--- src/common/rlu_defs.svh ---
// What this block does
// - Accumulator and carry rotate left as nine-bit ring
// - Operand rotate circular: bit 7 to bit 0 and carry
// - Operand rotate sets S Z P; H N cleared
// - Pointer form 0xcb 0x06; register form 00000 plus code
// - Prefix bit picks index register; signed displacement added
// - Accumulator rotate circular: bit 7 to bit 0, carry
// - Accumulator circular keeps S Z P; H N cleared
// - Accumulator circular opcode is 0x07
// - Digit rotate: twelve-bit value rotated one digit left
// - Digits move memory low, memory high, accumulator low
// - Digit rotate reads then writes pointer pair address
// - Digit rotate sets S Z P from accumulator; carry kept
// - No exception or trap from these operations
`ifndef RLU_DEFS_SVH
`define RLU_DEFS_SVH

// ----------------------------------------
// Register offsets
// ----------------------------------------
`define RLU_A_GPR_HI 2'h0
`define RLU_A_FLAGS 5'h08
`define RLU_A_IX_LO 5'h09
`define RLU_A_IX_HI 5'h0a
`define RLU_A_IY_LO 5'h0b
`define RLU_A_IY_HI 5'h0c
`define RLU_A_OP0 5'h10
`define RLU_A_OP1 5'h11
`define RLU_A_OP2 5'h12
`define RLU_A_OP3 5'h13
`define RLU_A_CTRL 5'h14

// ----------------------------------------
// Register codes and flag bits
// ----------------------------------------
`define RLU_R_H 3'h4
`define RLU_R_L 3'h5
`define RLU_R_MEM 3'h6
`define RLU_R_A 3'h7
`define RLU_F_S 7
`define RLU_F_Z 6
`define RLU_F_H 4
`define RLU_F_P 2
`define RLU_F_N 1
`define RLU_F_C 0
`define RLU_MSB 7
`define RLU_BYTE_BITS 8

// ----------------------------------------
// Opcodes
// ----------------------------------------
`define RLU_OP_ACC_THRU 8'h17
`define RLU_OP_ACC_CIRC 8'h07
`define RLU_OP_BIT_PFX 8'hcb
`define RLU_OP_EXT_PFX 8'hed
`define RLU_OP_DIGIT 8'h6f
`define RLU_OP_CIRC_GRP 5'h00
`define RLU_OP_IDX_LOW 5'h1d
`define RLU_OP_IDX_HIGH 2'h3
`define RLU_IDX_SEL_BIT 5

// ----------------------------------------
// Reset values
// ----------------------------------------
`define RLU_RST_BYTE 8'h00
`define RLU_RST_WORD 16'h0000

`endif

--- src/common/rlu_pkg.sv ---
`include "rlu_defs.svh"

package rlu_pkg;

  // ----------------------------------------
  // Bus and memory carriers
  // ----------------------------------------
  typedef struct packed {
    logic wr;
    logic rd;
    logic [4:0] addr;
    logic [7:0] wdata;
  } rlu_bus_t;

  typedef struct packed {
    logic req;
    logic we;
    logic [15:0] addr;
    logic [7:0] wdata;
  } rlu_mem_t;

  typedef struct packed {
    logic ack;
    logic [7:0] rdata;
  } rlu_mem_rsp_t;

  // ----------------------------------------
  // Block state
  // ----------------------------------------
  typedef enum logic [1:0] {
    RLU_IDLE,
    RLU_RD_WAIT,
    RLU_WR_WAIT
  } rlu_phase_t;

  typedef struct packed {
    rlu_phase_t phase;
    logic [7:0][7:0] gpr;
    logic [7:0] flags;
    logic [15:0] ix;
    logic [15:0] iy;
    logic [3:0][7:0] op;
    logic digit;
    logic busy;
    logic bad;
    logic [7:0] rdata;
    rlu_mem_t mem;
  } rlu_state_t;

endpackage

--- src/verilog/rlu_rotate_left_unit.sv ---
// The implementer's own choices: strobed register access and the register addresses.
`timescale 1ns/100ps
`default_nettype none
`include "rlu_defs.svh"

module rlu_rotate_left_unit
(
  input wire logic clk,
  input wire logic rst_n,
  input wire rlu_pkg::rlu_bus_t bus,
  output logic [7:0] bus_rdata_q,
  output rlu_pkg::rlu_mem_t mem_q,
  input wire rlu_pkg::rlu_mem_rsp_t mem_rsp,
  output logic busy_q
);
  import rlu_pkg::*;

  rlu_state_t s_q;
  rlu_state_t s_d;
  logic [7:0] acc;
  logic [7:0] res;
  logic [7:0] opnd;
  logic dec_thru;
  logic dec_circ;
  logic dec_digit;
  logic dec_bit;
  logic dec_idx;
  logic [7:0] reg_src;
  logic [7:0] acc_rot;
  logic [7:0] reg_rot;
  logic [7:0] mem_rot;
  logic [7:0] dig_acc;
  logic [7:0] dig_mem;
  logic [7:0] reg_flags;
  logic [7:0] mem_flags;
  logic [7:0] dig_flags;
  logic [15:0] ptr_addr;
  logic [15:0] idx_base;
  logic [15:0] idx_disp;
  logic [15:0] idx_addr;
  logic [2:0] rcode;
  logic start;

  // ----------------------------------------
  // Flag helper
  // ----------------------------------------
  function automatic logic [7:0] szp_flags
  (
    input logic [7:0] f,
    input logic [7:0] v
  );
    logic [7:0] o;
    o = f;
    o[`RLU_F_S] = v[`RLU_MSB];
    o[`RLU_F_Z] = (v == `RLU_RST_BYTE);
    o[`RLU_F_P] = ~^v;
    o[`RLU_F_H] = 1'b0;
    o[`RLU_F_N] = 1'b0;
    return o;
  endfunction

  // ----------------------------------------
  // Opcode decode
  // ----------------------------------------
  // Carry rotate opcode
  assign dec_thru = (s_q.op[0] == `RLU_OP_ACC_THRU);

  assign dec_circ = (s_q.op[0] == `RLU_OP_ACC_CIRC);

  assign dec_digit = (s_q.op[0] == `RLU_OP_EXT_PFX) && (s_q.op[1] == `RLU_OP_DIGIT);

  assign dec_bit = (s_q.op[0] == `RLU_OP_BIT_PFX)
                   && (s_q.op[1][7:3] == `RLU_OP_CIRC_GRP);

  assign dec_idx = (s_q.op[0][7:6] == `RLU_OP_IDX_HIGH)
                   && (s_q.op[0][4:0] == `RLU_OP_IDX_LOW)
                   && (s_q.op[1] == `RLU_OP_BIT_PFX)
                   && (s_q.op[3][7:3] == `RLU_OP_CIRC_GRP)
                   && (s_q.op[3][2:0] == `RLU_R_MEM);

  // ----------------------------------------
  // Operand addresses
  // ----------------------------------------
  // Pointer pair address
  assign ptr_addr = {s_q.gpr[`RLU_R_H], s_q.gpr[`RLU_R_L]};
  assign idx_base = s_q.op[0][`RLU_IDX_SEL_BIT] ? s_q.iy : s_q.ix;
  assign idx_disp = {{8{s_q.op[2][`RLU_MSB]}}, s_q.op[2]};
  assign idx_addr = idx_base + idx_disp;

  // ----------------------------------------
  // Circular rotate network
  // ----------------------------------------
  assign reg_src = s_q.gpr[s_q.op[1][2:0]];

  // Bit 7 wraps to bit 0
  for (genvar gi = 0; gi < `RLU_BYTE_BITS; gi++)
  begin : g_rot
    if (gi == 0)
    begin : g_wrap
      assign acc_rot[gi] = s_q.gpr[`RLU_R_A][`RLU_MSB];
      assign reg_rot[gi] = reg_src[`RLU_MSB];
      assign mem_rot[gi] = mem_rsp.rdata[`RLU_MSB];
    end
    else
    begin : g_shift
      assign acc_rot[gi] = s_q.gpr[`RLU_R_A][gi - 1];
      assign reg_rot[gi] = reg_src[gi - 1];
      assign mem_rot[gi] = mem_rsp.rdata[gi - 1];
    end
  end

  // ----------------------------------------
  // Digit rotate and flag results
  // ----------------------------------------
  // Three-digit rotate by one digit
  assign dig_acc = {s_q.gpr[`RLU_R_A][7:4], mem_rsp.rdata[7:4]};
  assign dig_mem = {mem_rsp.rdata[3:0], s_q.gpr[`RLU_R_A][3:0]};
  assign reg_flags = szp_flags(s_q.flags, reg_rot);
  assign mem_flags = szp_flags(s_q.flags, mem_rot);
  assign dig_flags = szp_flags(s_q.flags, dig_acc);

  // ----------------------------------------
  // Next state
  // ----------------------------------------
  always_comb
  begin
    s_d = s_q;
    acc = s_q.gpr[`RLU_R_A];
    res = `RLU_RST_BYTE;
    opnd = `RLU_RST_BYTE;
    rcode = s_q.op[1][2:0];
    start = 1'b0;
    s_d.rdata = `RLU_RST_BYTE;

    // Register reads
    if (bus.rd)
    begin
      if (bus.addr[4:3] == `RLU_A_GPR_HI)
      begin
        s_d.rdata = s_q.gpr[bus.addr[2:0]];
      end
      else
      begin
        unique case (bus.addr)
          `RLU_A_FLAGS: s_d.rdata = s_q.flags;
          `RLU_A_IX_LO: s_d.rdata = s_q.ix[7:0];
          `RLU_A_IX_HI: s_d.rdata = s_q.ix[15:8];
          `RLU_A_IY_LO: s_d.rdata = s_q.iy[7:0];
          `RLU_A_IY_HI: s_d.rdata = s_q.iy[15:8];
          `RLU_A_OP0: s_d.rdata = s_q.op[0];
          `RLU_A_OP1: s_d.rdata = s_q.op[1];
          `RLU_A_OP2: s_d.rdata = s_q.op[2];
          `RLU_A_OP3: s_d.rdata = s_q.op[3];
          `RLU_A_CTRL: s_d.rdata = {6'h00, s_q.bad, s_q.busy};
          default: s_d.rdata = `RLU_RST_BYTE;
        endcase
      end
    end

    // Register writes
    if (bus.wr)
    begin
      if (bus.addr[4:3] == `RLU_A_GPR_HI)
      begin
        s_d.gpr[bus.addr[2:0]] = bus.wdata;
      end
      else
      begin
        unique case (bus.addr)
          `RLU_A_FLAGS: s_d.flags = bus.wdata;
          `RLU_A_IX_LO: s_d.ix[7:0] = bus.wdata;
          `RLU_A_IX_HI: s_d.ix[15:8] = bus.wdata;
          `RLU_A_IY_LO: s_d.iy[7:0] = bus.wdata;
          `RLU_A_IY_HI: s_d.iy[15:8] = bus.wdata;
          `RLU_A_OP0: s_d.op[0] = bus.wdata;
          `RLU_A_OP1: s_d.op[1] = bus.wdata;
          `RLU_A_OP2: s_d.op[2] = bus.wdata;
          `RLU_A_OP3: s_d.op[3] = bus.wdata;
          `RLU_A_CTRL: start = 1'b1;
          default: start = 1'b0;
        endcase
      end
    end

    // ----------------------------------------
    // Execution
    // ----------------------------------------
    unique case (s_q.phase)
      RLU_IDLE:
      begin
        if (start)
        begin
          s_d.bad = 1'b0;
          if (dec_thru)
          begin
            res = {acc[6:0], s_q.flags[`RLU_F_C]};
            s_d.gpr[`RLU_R_A] = res;
            s_d.flags[`RLU_F_C] = acc[`RLU_MSB];
            s_d.flags[`RLU_F_H] = 1'b0;
            s_d.flags[`RLU_F_N] = 1'b0;
          end
          else if (dec_circ)
          begin
            res = acc_rot;
            s_d.gpr[`RLU_R_A] = res;
            s_d.flags[`RLU_F_C] = acc[`RLU_MSB];
            s_d.flags[`RLU_F_H] = 1'b0;
            s_d.flags[`RLU_F_N] = 1'b0;
          end
          else if (dec_digit)
          begin
            s_d.digit = 1'b1;
            s_d.mem.req = 1'b1;
            s_d.mem.we = 1'b0;
            s_d.mem.addr = ptr_addr;
            s_d.busy = 1'b1;
            s_d.phase = RLU_RD_WAIT;
          end
          else if (dec_bit)
          begin
            if (rcode == `RLU_R_MEM)
            begin
              s_d.digit = 1'b0;
              s_d.mem.req = 1'b1;
              s_d.mem.we = 1'b0;
              s_d.mem.addr = ptr_addr;
              s_d.busy = 1'b1;
              s_d.phase = RLU_RD_WAIT;
            end
            else
            begin
              opnd = reg_src;
              res = reg_rot;
              s_d.gpr[rcode] = res;
              s_d.flags = reg_flags;
              s_d.flags[`RLU_F_C] = opnd[`RLU_MSB];
            end
          end
          else if (dec_idx)
          begin
            s_d.digit = 1'b0;
            s_d.mem.req = 1'b1;
            s_d.mem.we = 1'b0;
            s_d.mem.addr = idx_addr;
            s_d.busy = 1'b1;
            s_d.phase = RLU_RD_WAIT;
          end
          else
          begin
            s_d.bad = 1'b1;
          end
        end
      end
      RLU_RD_WAIT:
      begin
        if (mem_rsp.ack)
        begin
          opnd = mem_rsp.rdata;
          if (s_q.digit)
          begin
            res = dig_acc;
            s_d.gpr[`RLU_R_A] = res;
            s_d.mem.wdata = dig_mem;
            s_d.flags = dig_flags;
          end
          else
          begin
            res = mem_rot;
            s_d.mem.wdata = res;
            s_d.flags = mem_flags;
            s_d.flags[`RLU_F_C] = opnd[`RLU_MSB];
          end
          s_d.mem.we = 1'b1;
          s_d.phase = RLU_WR_WAIT;
        end
      end
      RLU_WR_WAIT:
      begin
        if (mem_rsp.ack)
        begin
          s_d.mem.req = 1'b0;
          s_d.mem.we = 1'b0;
          s_d.busy = 1'b0;
          s_d.phase = RLU_IDLE;
        end
      end
      default:
      begin
        s_d.phase = RLU_IDLE;
      end
    endcase
  end

  // ----------------------------------------
  // State register
  // ----------------------------------------
  always_ff @(posedge clk or negedge rst_n)
  begin
    if (!rst_n)
    begin
      s_q <= '0;
    end
    else
    begin
      s_q <= s_d;
    end
  end

  // ----------------------------------------
  // Outputs
  // ----------------------------------------
  assign bus_rdata_q = s_q.rdata;
  assign mem_q = s_q.mem;
  assign busy_q = s_q.busy;

endmodule // rlu_rotate_left_unit

`default_nettype wire

--- config.mk ---
export PLATFORM = sky130hd
export DESIGN_NAME = rlu_rotate_left_unit
export DESIGN_NICKNAME = d
export VERILOG_FILES = /design/src/common/rlu_pkg.sv /design/src/verilog/rlu_rotate_left_unit.sv
export VERILOG_INCLUDE_DIRS = /design/src /design/src/common
export SDC_FILE = /design/constraint.sdc
export NUM_CORES = 1
export LEC_CHECK = 0
export ABC_AREA = 1
export BUFFER_PORTS_ARGS = -buffer_cell sky130_fd_sc_hd__buf_2
export CAP_MARGIN = 20
export CORE_ASPECT_RATIO = 0.5
export CORE_MARGIN = 2
export CORE_UTILIZATION = 50
export CTS_CLUSTER_DIAMETER = 50
export DETAILED_ROUTE_END_ITERATION = 16
export GPL_TIMING_DRIVEN = 0
export PLACE_DENSITY_LB_ADDON = 0.3
export SYNTH_ARGS = -nofsm -noshare
export SYNTH_HDL_FRONTEND = slang
export SYNTH_SLANG_ARGS = --single-unit
export TNS_END_PERCENT = 20
--- constraint.sdc ---
create_clock -name clk -period 2.3 [get_ports clk]
set_input_delay 0.115 -clock clk [delete_from_list [all_inputs] [get_ports clk]]
set_output_delay 0.115 -clock clk [all_outputs]
set_load 0.005 [all_outputs]
==> flow_summary.rst, run 1 <==
.. list-table::
   :header-rows: 1

   * - Metric
     - Value
   * - Cell-internal power
     - 7.00 mW
   * - Mapped Avg Cell Area
     - just under 7 µm²
   * - Arr. time, crit path
     - about 2.8 ns
   * - PnR Total Power
     - 11.6 mW
   * - Yosys warning total
     - 0
   * - Design area
     - 0.0139 mm²
   * - Area Growth Syn to Fin
     - 20.9%
   * - Pin count of the biggest net entering global routing
     - about 120
   * - Unrepaired setup endpoints after global routing
     - true
   * - Detailed-router iteration count before antenna repair
     - 6
   * - Final number of setup-violating endpoints
     - 3
   * - Buffer type at the clock tree root
     - sky130_fd_sc_hd__clkbuf_16
   * - Pre-CTS worst setup slack
     - -0.840 ns
   * - Y dimension of the die
     - 111 µm
   * - DRC violations left
     - 0
   * - Htree depth
     - 4
   * - Launching point of the worst reg2reg path
     - rcode[1]
   * - DR WL met3
     - about 5500 µm
   * - Actual slew at the worst max-slew pin
     - 1.17 ns
   * - Status
     - finished with violations
   * - Unique masters post-synth
     - 39
   * - Largest area contributor in the netlist
     - sky130_fd_sc_hd__dfrtp_1
   * - Met2 Routed Length
     - 18400 µm
   * - Area of the core
     - 0.0227 mm²
   * - Placed Cells incl. Taps
     - 2051
   * - Reported max-cap violation count
     - 0
   * - Switching power of the nets
     - 4.63 mW
   * - Mapped Nets
     - 1739
   * - Yosys reg bits
     - 174
   * - Startpoint kind of the worst setup timing path
     - flip-flop
   * - Leakage power summed over all cells
     - 6.96 nW
   * - Synth top area cells
     - sky130_fd_sc_hd__dfrtp_1 38%, sky130_fd_sc_hd__nand2_1 18%, sky130_fd_sc_hd__o21ai_0 8.3%
   * - Fmax achieved
     - 415 MHz
   * - Overall routing resource usage
     - 0.379
   * - Input/output buffers
     - 58
   * - Violated checks
     - setup timing
   * - Number of cells produced by synthesis
     - 1685
   * - Sequential Power Share
     - 0.347
   * - Post-Layout Cell Count
     - 2142
   * - Critical Path Fanout Max
     - 5
   * - Number of cells on the worst reg-to-reg path
     - 10
   * - Final antenna diode count
     - 0
   * - Maximum resistive drop on vdd
     - 941 µV
   * - Met1 routed wirelength after detailed routing
     - ~20000 µm
   * - Final period utilization
     - 1.05
   * - Final critical-path setup slack
     - -0.108 ns
   * - Most frequently used flop master after synthesis
     - sky130_fd_sc_hd__dfrtp_1
   * - Total count of hold-check failures in the final report
     - 0
   * - Sequential-to-total area share from yosys stat
     - 0.380
   * - Worst setup path startpoint
     - rcode[1]
   * - Setup CP Type
     - flip-flop to flip-flop
   * - Sum of overflow across all layers after global routing
     - 0
   * - Global-route wire length before repair
     - 67900 µm
   * - Total I/O pin count
     - 61
   * - Clock Skews
     - ~0.011 ns
   * - Headroom to the max-slew limit
     - 0.217
   * - End of the worst register-to-register path
     - s_q[103]
   * - Post-layout util
     - 0.611
   * - Top routing layer in use
     - met5
   * - Site row count
     - 39
   * - Async set or reset register ratio after synthesis
     - 1.00
   * - Placer's final routability congestion estimate
     - 1.03
   * - Minimum clock period
     - 2.41 ns
   * - Per-cell routed wire length
     - between 20 and 25 µm
   * - Post-Place Cell Area
     - 0.0122 mm²
   * - Vias in the first global route
     - ~11000
   * - Fraction of layout instances using a drive strength above 1
     - 0.178
   * - Kind of path behind the tightest hold check
     - primary input to flip-flop
   * - Area fraction of the dominant cell type after synthesis
     - 0.380
   * - Clock power frac
     - 0.270
   * - Combinational cell fraction of total power
     - 0.383
   * - Initial Utilization
     - 0.506
   * - CTS buffer count
     - 17
   * - Netlist Area Pre-Place
     - 0.0115 mm²
   * - Estimated wirelength of the detail-placed design
     - 33300 µm
   * - Number of antenna violations at the first check in global routing
     - 1
   * - Post-synth EDFFs
     - 0
   * - Routed vias/inst
     - 5.79
   * - Clock latency reported for the late side of the worst-skew pair
     - between 0.4 and 0.5 ns
   * - HP Start
     - bus[5]
   * - Residual antenna-violating net count after detailed routing
     - 0
   * - Clock transition time at the flip-flop clock pins of the worst setup and hold paths
     - ~0.07 ns
   * - Timing endpoint of the critical path
     - s_q[103]
   * - Total detailed-routing wirelength
     - 45500 µm
   * - Endpoint type of the worst setup path
     - flip-flop
   * - Routed vias
     - 12400
   * - Switching share of power
     - 0.398
   * - Required time of the critical path
     - 2.64 ns
   * - DRC marker count from the first detailed-route iteration
     - roughly 1800
   * - Commonest cells in the netlist
     - 558 x sky130_fd_sc_hd__nand2_1, 192 x sky130_fd_sc_hd__inv_1, 190 x sky130_fd_sc_hd__o21ai_0
   * - Most common cell in the synthesized netlist
     - sky130_fd_sc_hd__nand2_1
   * - Number of pins exceeding their max-slew limit in the final report
     - 0
   * - Total power divided by cell area
     - around 840 mW/mm²
   * - CTS tree
     - done
   * - Overall die width
     - 218 µm
   * - Clock Tree Buf Depth
     - 2
   * - Total number of nets in the final design
     - roughly 1900
   * - Register-to-Register Setup Slack
     - -0.11 ns
   * - Area of the die
     - 0.0242 mm²
   * - Number of clock sinks
     - 174
==> power by group through the flow <==
stage | sequential [mW] | clock (mW) | combinational, mW
2_1_floorplan | 3.87 | 0 | 2.13
3_3_place_gp | 4.05 | 0 | 3.21
3_5_place_dp | 4.05 | 0 | 3.27
4_1_cts | 4.00 | 3.14 | 3.79
5_1_grt | 4.08 | 3.26 | 4.79
6_report | 4.04 | 3.13 | 4.46
==> per-stage QoR <==
stage | setup TNS [ns] | hold WS, ns
3_3_place_gp | -312.25 | 0.354
5_1_grt | -0.834 | 0.0269
4_1_cts | -0.0953 | 0.00272
3_5_place_dp | -9.45 | 0.0759
6_report | -0.124 | 0.0140
2_1_floorplan | 0 | -0.181
==> final cells by class <==
type / instances / area [µm²]
plain buffers: 96 / 642
clock buffers: 20 / 457
clock inverters: 12 / 156
fillers: 2137 / 8820
inverters: 199 / 771
multi-input cells: 1216 / 6260
flip-flops and latches: 174 / 4360
well taps: 307 / 384
repair buffers: 118 / 841
==> how the worst min path moves through the flow <==
stage                           to  slack, ns  cells after the start
after floorplan             acc[0]      -0.18                      0
after global placement    s_q[173]       0.35                      2
after detailed placement  s_q[123]       0.08                      1
after CTS                 s_q[162]      0.003                      3
after global routing      s_q[162]       0.03                      3
final                     s_q[162]       0.01                      3
==> metal layers <==
layer / GRT usage / vias up
li1: - / 5708
met1: 0.562 / 5875
met2: 0.520 / 695
met3: 0.110 / 117
met4: 0.135 / 2
met5: 0 / -
==> flip-flops by register name, indices dropped and copies added, names as in the netlist <==
signal       cells
s_q            102
mem_q           25
ptr_addr        16
acc              8
bus_rdata_q      8
idx_disp         8
dig_flags        3
rcode            3
busy_q           1
==> worst max-delay path, cell delays in order, from the launching register on <==
cell and delay, ns:
sky130_fd_sc_hd__dfrtp_2 0.45, sky130_fd_sc_hd__buf_4 0.16, sky130_fd_sc_hd__nand3_2 0.18, sky130_fd_sc_hd__inv_2 0.11, sky130_fd_sc_hd__nand2_1 0.13, sky130_fd_sc_hd__nand3_1 0.15
sky130_fd_sc_hd__nor2_4 0.28, sky130_fd_sc_hd__ha_4 0.26, sky130_fd_sc_hd__xnor2_4 0.23, sky130_fd_sc_hd__xor2_4 0.23, sky130_fd_sc_hd__o211ai_1 0.10
==> cell usage in the layout (no fill, tap or decap), drive strengths merged, types with 3 or more instances in the layout <==
cell         instances
ha                  27
o2111ai             10
nand4               18
buf                169
or2                  5
nor2               119
o211ai              24
clkinvlp             6
clkinv               5
nand3               99
dfrtp              174
nor3                16
inv                197
nand2              566
a31oi                7
a22oi               10
o22ai               13
a21oi               77
dlygate4sd3         13
xnor2                8
bufinv               3
clkbuf              52
o21ai              201
xor2                 8
==> cells by family (layout without fill, tap and decap cells) <==
kind of cell | after synthesis | in the layout | share of synthesized area
mux | 1 | 1 | 0.000873
simple gates | 825 | 825 | 0.299
compound gates | 346 | 346 | 0.165
buf+inv | 295 | 445 | 0.113
fa+ha+maj | 28 | 28 | 0.0312
xor+xnor | 16 | 16 | 0.0122
flops | 174 | 174 | 0.380
==> repair_timing <==
item,in CTS,in global routing
cloned,0,2
buffers inserted,25,19
endpoints found under the setup margin,39,66
hold endpoints to repair,72,0
hold buffers,13,0
resized for setup,81,74
pin swaps,20,32
Power figures use the tool's default switching activity.
==> run 2, diff against run 1 <==
Settings changed: CORE_MARGIN 2 to not set.
==> run 2 against run 1 <==
The run still ends with setup timing left. Design area down 0.69%. Die area down 2.7%. Sequential power about the same. Register-to-register slack worse by 0.04 ns. Total power down 2.9%. Clock skew down 0.00098 ns. Sequential cell count unchanged. Critical path depth up 1. Critical path type unchanged.
==> flow_summary.rst, run 2 (synthesis results as in run 1) <==
.. list-table::
   :header-rows: 1

   * - Metric
     - Value
   * - Met2 Routed Length
     - 17500 µm (was 18400 µm)
   * - Post-Place Cell Area
     - 0.0122 mm² (about the same)
   * - Site row count
     - 38 (was 39)
   * - DRC violations left
     - 0 (unchanged)
   * - Fmax achieved
     - 409 MHz (was 415 MHz)
   * - Total power divided by cell area
     - 820 mW/mm² (was 839 mW/mm²)
   * - Design area
     - 0.0138 mm² (was 0.0139 mm²)
   * - Initial Utilization
     - 0.520 (was 0.506)
   * - Critical path buffers and inverters
     - 3 (was 2)
   * - Leakage power summed over all cells
     - 6.91 nW (was 6.96 nW)
   * - Input/output buffers
     - 58 (unchanged)
   * - Final number of setup-violating endpoints
     - 2 (was 3)
   * - Number of cells on the worst reg-to-reg path
     - 11 (was 10)
   * - Met1 routed wirelength after detailed routing
     - 17900 µm (was 20000 µm)
   * - Vias in the first global route
     - 11300 (was 11400)
   * - Slowest cell delay on critical path
     - 0.44 ns (was 0.45 ns)
   * - Setup CP Type
     - flip-flop to flip-flop (unchanged)
   * - Cell family with most CP delay
     - XOR/XNOR gates (was simple AND/OR/NAND/NOR gates)
   * - Top routing layer in use
     - met4 (was met5)
   * - Y dimension of the die
     - 109 µm (was 111 µm)
   * - Sequential Power Share
     - 0.357 (was 0.347)
   * - Total detailed-routing wirelength
     - 43400 µm (was 45500 µm)
   * - Commonest non-fill, non-tap cells in the layout
     - 530 x sky130_fd_sc_hd__nand2_1, 178 x sky130_fd_sc_hd__inv_1, 175 x sky130_fd_sc_hd__o21ai_0 (was 539 x sky130_fd_sc_hd__nand2_1, 182 x sky130_fd_sc_hd__inv_1, 176 x sky130_fd_sc_hd__o21ai_0)
   * - Critical Path Fanout Max
     - 10 (was 5)
   * - Cell-by-cell listing of the critical path
     - buf_6 > inv_2 > nor2_4 > buf_4 > o211ai_1 > nand2_1 > nor2_4 > ha_4 > xnor2_2 > xor2_2 > o211ai_1 (was buf_4 > nand3_2 > inv_2 > nand2_1 > nand3_1 > nor2_4 > ha_4 > xnor2_4 > xor2_4 > o211ai_1)
   * - Total number of nets in the final design
     - 1869 (was 1876)
   * - Global-route wire length before repair
     - 65300 µm (was 67900 µm)
   * - Violated checks
     - setup timing (unchanged)
   * - Most flop-heavy register
     - s_q (unchanged)
   * - Endpoint type of the worst setup path
     - flip-flop (unchanged)
   * - Area of the core
     - 0.0221 mm² (was 0.0227 mm²)
   * - Cell-internal power
     - 6.77 mW (was 7.00 mW)
   * - Area Growth Syn to Fin
     - 20.1% (was 20.9%)
   * - Combinational cell fraction of total power
     - 0.379 (was 0.383)
   * - Placer's final routability congestion estimate
     - 1.08 (was 1.03)
   * - Buffer type at the clock tree root
     - sky130_fd_sc_hd__clkbuf_16 (unchanged)
   * - Number of antenna violations at the first check in global routing
     - 1 (unchanged)
   * - Register-to-Register Setup Slack
     - -0.15 ns (was -0.11 ns)
   * - CTS buffer count
     - 17 (unchanged)
   * - DRC marker count from the first detailed-route iteration
     - 1712 (was 1779)
   * - CP max-delay cell
     - sky130_fd_sc_hd__dfrtp_2 (unchanged)
   * - Clock Tree Buf Depth
     - 2 (unchanged)
   * - Sum of overflow across all layers after global routing
     - 0 (unchanged)
   * - Overall routing resource usage
     - 0.377 (was 0.379)
   * - Fraction of layout instances using a drive strength above 1
     - 0.184 (was 0.178)
   * - Final period utilization
     - 1.06 (was 1.05)
   * - Total count of hold-check failures in the final report
     - 0 (unchanged)
   * - Unrepaired setup endpoints after global routing
     - true (unchanged)
   * - Detailed-router iteration count before antenna repair
     - 6 (unchanged)
   * - Final antenna diode count
     - 0 (unchanged)
   * - Switching power of the nets
     - 4.52 mW (was 4.63 mW)
   * - Startpoint kind of the worst setup timing path
     - flip-flop (unchanged)
   * - Kind of path behind the tightest hold check
     - primary input to flip-flop (unchanged)
   * - Largest register FFs
     - 102 (unchanged)
   * - Total I/O pin count
     - 61 (unchanged)
   * - Setup_tns
     - -0.154 ns (was -0.124 ns)
   * - Routed vias
     - 12300 (was 12400)
   * - Status
     - finished with violations (unchanged)
   * - Residual antenna-violating net count after detailed routing
     - 0 (unchanged)
   * - Fin Hold WS
     - 0.0358 ns (was 0.0140 ns)
   * - Switching share of power
     - 0.401 (was 0.398)
   * - Launching point of the worst reg2reg path
     - rcode[2] (was rcode[1])
   * - Reported max-cap violation count
     - 0 (unchanged)
   * - Clock Skews
     - 0.0105 ns (was 0.0115 ns)
   * - Crit path depth
     - 11 (was 10)
   * - Number of clock sinks
     - 174 (unchanged)
   * - Number of pins exceeding their max-slew limit in the final report
     - 0 (unchanged)
   * - Number of fillers in the final layout
     - 2066 (was 2137)
   * - Maximum resistive drop on vdd
     - 629 µV (was 941 µV)
   * - Timing endpoint of the critical path
     - s_q[103] (unchanged)
   * - PnR Total Power
     - 11.3 mW (was 11.6 mW)
   * - Minimum clock period
     - 2.45 ns (was 2.41 ns)
   * - Worst setup path startpoint
     - rcode[2] (was rcode[1])
   * - CTS tree
     - done (unchanged)
   * - Flip-flop and latch area
     - 0.00436 mm² (about the same)
   * - Clock transition time at the flip-flop clock pins of the worst setup and hold paths
     - 0.07 ns (about the same)
   * - Post-layout util
     - 0.624 (was 0.611)
   * - Estimated wirelength of the detail-placed design
     - 31300 µm (was 33300 µm)
   * - Per-cell routed wire length
     - 20.4 µm (was 21.2 µm)
   * - DR WL met3
     - 6470 µm (was 5510 µm)
   * - Required time of the critical path
     - 2.64 ns (about the same)
   * - Area of the die
     - 0.0236 mm² (was 0.0242 mm²)
   * - Pin count of the biggest net entering global routing
     - 89 (was 119)
   * - End of the worst register-to-register path
     - s_q[103] (unchanged)
   * - Clock latency reported for the late side of the worst-skew pair
     - 0.47 ns (about the same)
   * - Final critical-path setup slack
     - -0.145 ns (was -0.108 ns)
   * - Routed vias/inst
     - 5.78 (was 5.79)
   * - Combined area of the multi-input logic cells
     - 0.00628 mm² (was 0.00626 mm²)
   * - Most frequent standard cell in the layout excluding fill and tap cells
     - sky130_fd_sc_hd__nand2_1 (unchanged)
   * - Actual slew at the worst max-slew pin
     - 1.01 ns (was 1.17 ns)
   * - Overall die width
     - 216 µm (was 218 µm)
   * - Headroom to the max-slew limit
     - 0.327 (was 0.217)
   * - Arr. time, crit path
     - 2.78 ns (was 2.75 ns)
   * - Clock power frac
     - 0.263 (was 0.270)
   * - Htree depth
     - 4 (unchanged)
-- run 2: cell count changes in the layout (fill, tap and decap cells not counted), sizes merged --
cell,previous run,this run
buf,169,160
clkinvlp,6,3
inv,197,200
bufinv,3,2
dlygate4sd3,13,16
-- run 2: power by group through the flow --
stage | clock, mW | combinational (mW) | sequential [mW]
floorplan | 0 | 2.13 | 3.87
global placement | 0 | 3.15 | 4.04
detailed placement | 0 | 3.18 | 4.04
CTS | 2.98 | 3.69 | 3.99
global route | 3.11 | 4.58 | 4.08
finish | 2.97 | 4.28 | 4.04
-- run 2: worst min path at each step --
stage | start | end | slack (ns) | depth (start not counted)
floorplan | rst_n | acc[0] | -0.18 | 0
global placement | mem_rsp[8] | s_q[173] | 0.35 | 2
detailed placement | rst_n | s_q[122] | 0.16 | 1
CTS | bus[4] | s_q[105] | 0.02 | 3
global route | bus[1] | s_q[102] | 0.06 | 3
finish | bus[5] | s_q[162] | 0.04 | 3
-- run 2: layer usage --
metal	GRT usage	up-vias
met3	0.163	116
met2	0.519	750
met5	0	-
li1	-	5696
met1	0.511	5744
met4	0.157	0
-- run 2: worst min-delay path, cell delays in order --
cell	delay [ns]
sky130_fd_sc_hd__buf_2	0.16
sky130_fd_sc_hd__nand2_1	0.09
sky130_fd_sc_hd__o21ai_0	0.08
-- run 2: what timing repair did --
action,4_1_cts,5_1_grt
hold buffers,16,0
hold endpoints to repair,106,0
gates cloned,0,1
endpoints found under the setup margin,27,54
gates resized for setup,70,102
setup buffers,20,15
pin swaps,20,44
-- run 2: per-stage QoR --
stage,setup WS (ns),std cells
after floorplan,0.00277,1685
after global placement,-1.75,2043
after detailed placement,-0.686,2044
after CTS,-0.0186,2112
after global routing,-0.142,2128
final,-0.145,2128
-- run 2: area by class of cell --
type,instances,share of cell area
plain buffers,96,0.0468
clock buffers,21,0.0327
clock inverters,11,0.00963
inverters,199,0.0550
multi-input cells,1216,0.456
flip-flops and latches,174,0.316
well taps,300,0.0273
repair buffers,111,0.0562
==> run 3, diff against run 2 <==
Settings changed: CELL_PAD_IN_SITES_DETAIL_PLACEMENT set to 0, CELL_PAD_IN_SITES_GLOBAL_PLACEMENT set to 1, CORE_UTILIZATION 50 to 41.
==> run 3 against run 2 <==
The run still ends with setup timing left. Cell count is 3.7% higher. Register-to-register slack better by 0.07 ns. Die area is 22% higher. First-iteration DRC count is 14% lower. Total power is 1.7% higher.
==> flow_summary.rst, run 3 (synthesis results as in run 1) <==
.. list-table::
   :header-rows: 1

   * - Metric
     - Value
   * - Status
     - finished with violations (unchanged)
   * - Violated checks
     - setup timing (unchanged)
   * - Unrepaired setup endpoints after global routing
     - true (unchanged)
   * - Launching point of the worst reg2reg path
     - rcode[2] (unchanged)
   * - CTS buffer count
     - 17 (unchanged)
   * - Buffer type at the clock tree root
     - sky130_fd_sc_hd__clkbuf_16 (unchanged)
   * - Maximum resistive drop on vdd
     - 729 µV (was 629 µV)
   * - Most flop-heavy register
     - s_q (unchanged)
   * - Critical path buffers and inverters
     - 3 (unchanged)
   * - Leakage power summed over all cells
     - 6.96 nW (was 6.91 nW)
   * - Total count of hold-check failures in the final report
     - 0 (unchanged)
   * - Area Growth Syn to Fin
     - 21.8% (was 20.1%)
   * - Placer's final routability congestion estimate
     - 0.979 (was 1.08)
   * - Y dimension of the die
     - 120 µm (was 109 µm)
   * - Detailed-router iteration count before antenna repair
     - 5 (was 6)
   * - Minimum clock period
     - 2.38 ns (was 2.45 ns)
   * - Worst setup path startpoint
     - rcode[2] (unchanged)
   * - Commonest non-fill, non-tap cells in the layout
     - 541 x sky130_fd_sc_hd__nand2_1, 182 x sky130_fd_sc_hd__inv_1, 174 x sky130_fd_sc_hd__o21ai_0 (was 530 x sky130_fd_sc_hd__nand2_1, 178 x sky130_fd_sc_hd__inv_1, 175 x sky130_fd_sc_hd__o21ai_0)
   * - Clock latency reported for the late side of the worst-skew pair
     - 0.46 ns (was 0.47 ns)
   * - Routed vias
     - 12300 (about the same)
   * - Global-route wire length before repair
     - 71700 µm (was 65300 µm)
   * - Sum of overflow across all layers after global routing
     - 0 (unchanged)
   * - Slowest cell delay on critical path
     - 0.42 ns (was 0.44 ns)
   * - Total power divided by cell area
     - 822 mW/mm² (was 820 mW/mm²)
   * - Final period utilization
     - 1.03 (was 1.06)
   * - Kind of path behind the tightest hold check
     - primary input to flip-flop (unchanged)
   * - Clock Skews
     - 0.00908 ns (was 0.0105 ns)
   * - Area of the die
     - 0.0287 mm² (was 0.0236 mm²)
   * - Headroom to the max-slew limit
     - 0.258 (was 0.327)
   * - Reported max-cap violation count
     - 0 (unchanged)
   * - Estimated wirelength of the detail-placed design
     - 37000 µm (was 31300 µm)
   * - Number of clock sinks
     - 174 (unchanged)
   * - Vias in the first global route
     - 11300 (about the same)
   * - DRC violations left
     - 0 (unchanged)
   * - Pin count of the biggest net entering global routing
     - 118 (was 89)
   * - Residual antenna-violating net count after detailed routing
     - 0 (unchanged)
   * - Cell-by-cell listing of the critical path
     - buf_8 > nor2_4 > buf_12 > buf_4 > o211ai_1 > nand2_1 > nor2_4 > ha_4 > xnor2_2 > xor2_2 > o211ai_1 (was buf_6 > inv_2 > nor2_4 > buf_4 > o211ai_1 > nand2_1 > nor2_4 > ha_4 > xnor2_2 > xor2_2 > o211ai_1)
   * - Actual slew at the worst max-slew pin
     - 1.11 ns (was 1.01 ns)
   * - Arr. time, crit path
     - 2.71 ns (was 2.78 ns)
   * - End of the worst register-to-register path
     - s_q[103] (unchanged)
   * - Total I/O pin count
     - 61 (unchanged)
   * - Fin Hold WS
     - 0.0186 ns (was 0.0358 ns)
   * - Largest register FFs
     - 102 (unchanged)
   * - Required time of the critical path
     - 2.63 ns (was 2.64 ns)
   * - Clock Tree Buf Depth
     - 2 (unchanged)
   * - Number of antenna violations at the first check in global routing
     - 2 (was 1)
   * - Cell depth of the worst min-delay path
     - 3 (unchanged)
   * - Fmax achieved
     - 421 MHz (was 409 MHz)
   * - Number of cells on the worst reg-to-reg path
     - 11 (unchanged)
   * - Post-layout util
     - 0.518 (was 0.624)
   * - Total number of nets in the final design
     - 1873 (was 1869)
   * - Number of pins exceeding their max-slew limit in the final report
     - 0 (unchanged)
   * - Overall routing resource usage
     - 0.346 (was 0.377)
   * - CTS tree
     - done (unchanged)
   * - Register-to-Register Setup Slack
     - -0.08 ns (was -0.15 ns)
   * - Input/output buffers
     - 58 (unchanged)
   * - Total detailed-routing wirelength
     - 48700 µm (was 43400 µm)
   * - Cell family with most CP delay
     - XOR/XNOR gates (unchanged)
   * - Critical Path Fanout Max
     - 6 (was 10)
   * - Setup CP Type
     - flip-flop to flip-flop (unchanged)
   * - DRC marker count from the first detailed-route iteration
     - 1473 (was 1712)
   * - Setup_tns
     - -0.0767 ns (was -0.154 ns)
   * - Routed vias/inst
     - 5.57 (was 5.78)
   * - Clock transition time at the flip-flop clock pins of the worst setup and hold paths
     - 0.07 ns (about the same)
   * - Overall die width
     - 239 µm (was 216 µm)
   * - Fraction of layout instances using a drive strength above 1
     - 0.176 (was 0.184)
   * - Site row count
     - 42 (was 38)
   * - Initial Utilization
     - 0.426 (was 0.520)
   * - Timing endpoint of the critical path
     - s_q[103] (unchanged)
   * - Final critical-path setup slack
     - -0.0767 ns (was -0.145 ns)
   * - CP max-delay cell
     - sky130_fd_sc_hd__dfrtp_1 (was sky130_fd_sc_hd__dfrtp_2)
   * - Htree depth
     - 4 (unchanged)
   * - Per-cell routed wire length
     - 22.1 µm (was 20.4 µm)
   * - Most frequent standard cell in the layout excluding fill and tap cells
     - sky130_fd_sc_hd__nand2_1 (unchanged)
   * - Area of the core
     - 0.0270 mm² (was 0.0221 mm²)
   * - Endpoint type of the worst setup path
     - flip-flop (unchanged)
   * - Startpoint kind of the worst setup timing path
     - flip-flop (unchanged)
   * - Crit path depth
     - 11 (unchanged)
   * - Final number of setup-violating endpoints
     - 1 (was 2)
==> run 3: worst min path at each step <==
stage / slack, ns / startpoint / to
2_1_floorplan: -0.18 / rst_n / acc[0]
3_3_place_gp: 0.36 / mem_rsp[8] / s_q[173]
3_5_place_dp: 0.08 / rst_n / s_q[123]
4_1_cts: 0.0008 / bus[1] / s_q[158]
5_1_grt: 0.04 / bus[1] / s_q[102]
6_report: 0.02 / bus[3] / s_q[160]
==> run 3: worst register-to-register path, delay by kind of cell, from the launching register on <==
kind	cells	cell delay, ns
XOR/XNOR	2	0.47
buffers and inverters	3	0.42
AND/OR/NAND/NOR	3	0.42
flip-flops	1	0.42
AO/OA/AOI/OAI	2	0.28
adder cells (fa/ha/maj)	1	0.23
==> run 3: power breakdown <==
part           internal [mW]  leakage [nW]  switching, mW
logic                   1.63          4.48           2.78
registers               3.56          2.20          0.483
clock network           1.64         0.278           1.39
total                   6.83          6.96           4.65
==> run 3: timing repair <==
item | CTS | global route
setup buffers | 33 | 7
pin swaps | 23 | 21
endpoints found under the setup margin | 38 | 47
hold buffers | 14 | 0
gates resized for setup | 96 | 73
gates cloned | 1 | 1
endpoints found under the hold margin | 75 | 0
==> run 3: routing by layer <==
layer  track usage  share of wire
met1         0.523           0.47
met2         0.494           0.41
met3        0.0785          0.097
met4        0.0853          0.021
met5             0        0.00055
==> run 3: per-stage QoR <==
step	cell area [µm²]	power, mW	setup slack (ns)	cells
after detailed placement	12300	7.43	-0.913	2118
after global routing	14000	12.0	-0.146	2205
after floorplan	11500	6.00	0.00277	1685
final	14000	11.5	-0.0767	2206
after CTS	13600	11.1	-0.0458	2197
after global placement	12200	7.39	-1.77	2117
==> run 3: layout make-up <==
type | count | area [µm²]
Clock inverter | 11 | 133
Inverter | 199 | 772
Timing Repair Buffer | 115 | 832
Fill cell | 2711 | 13000
Clock buffer | 20 | 447
Sequential cell | 174 | 4360
Multi-Input combinational cell | 1216 | 6290
Tap cell | 374 | 468
Antenna cell | 1 | 2.50
Buffer | 96 | 662
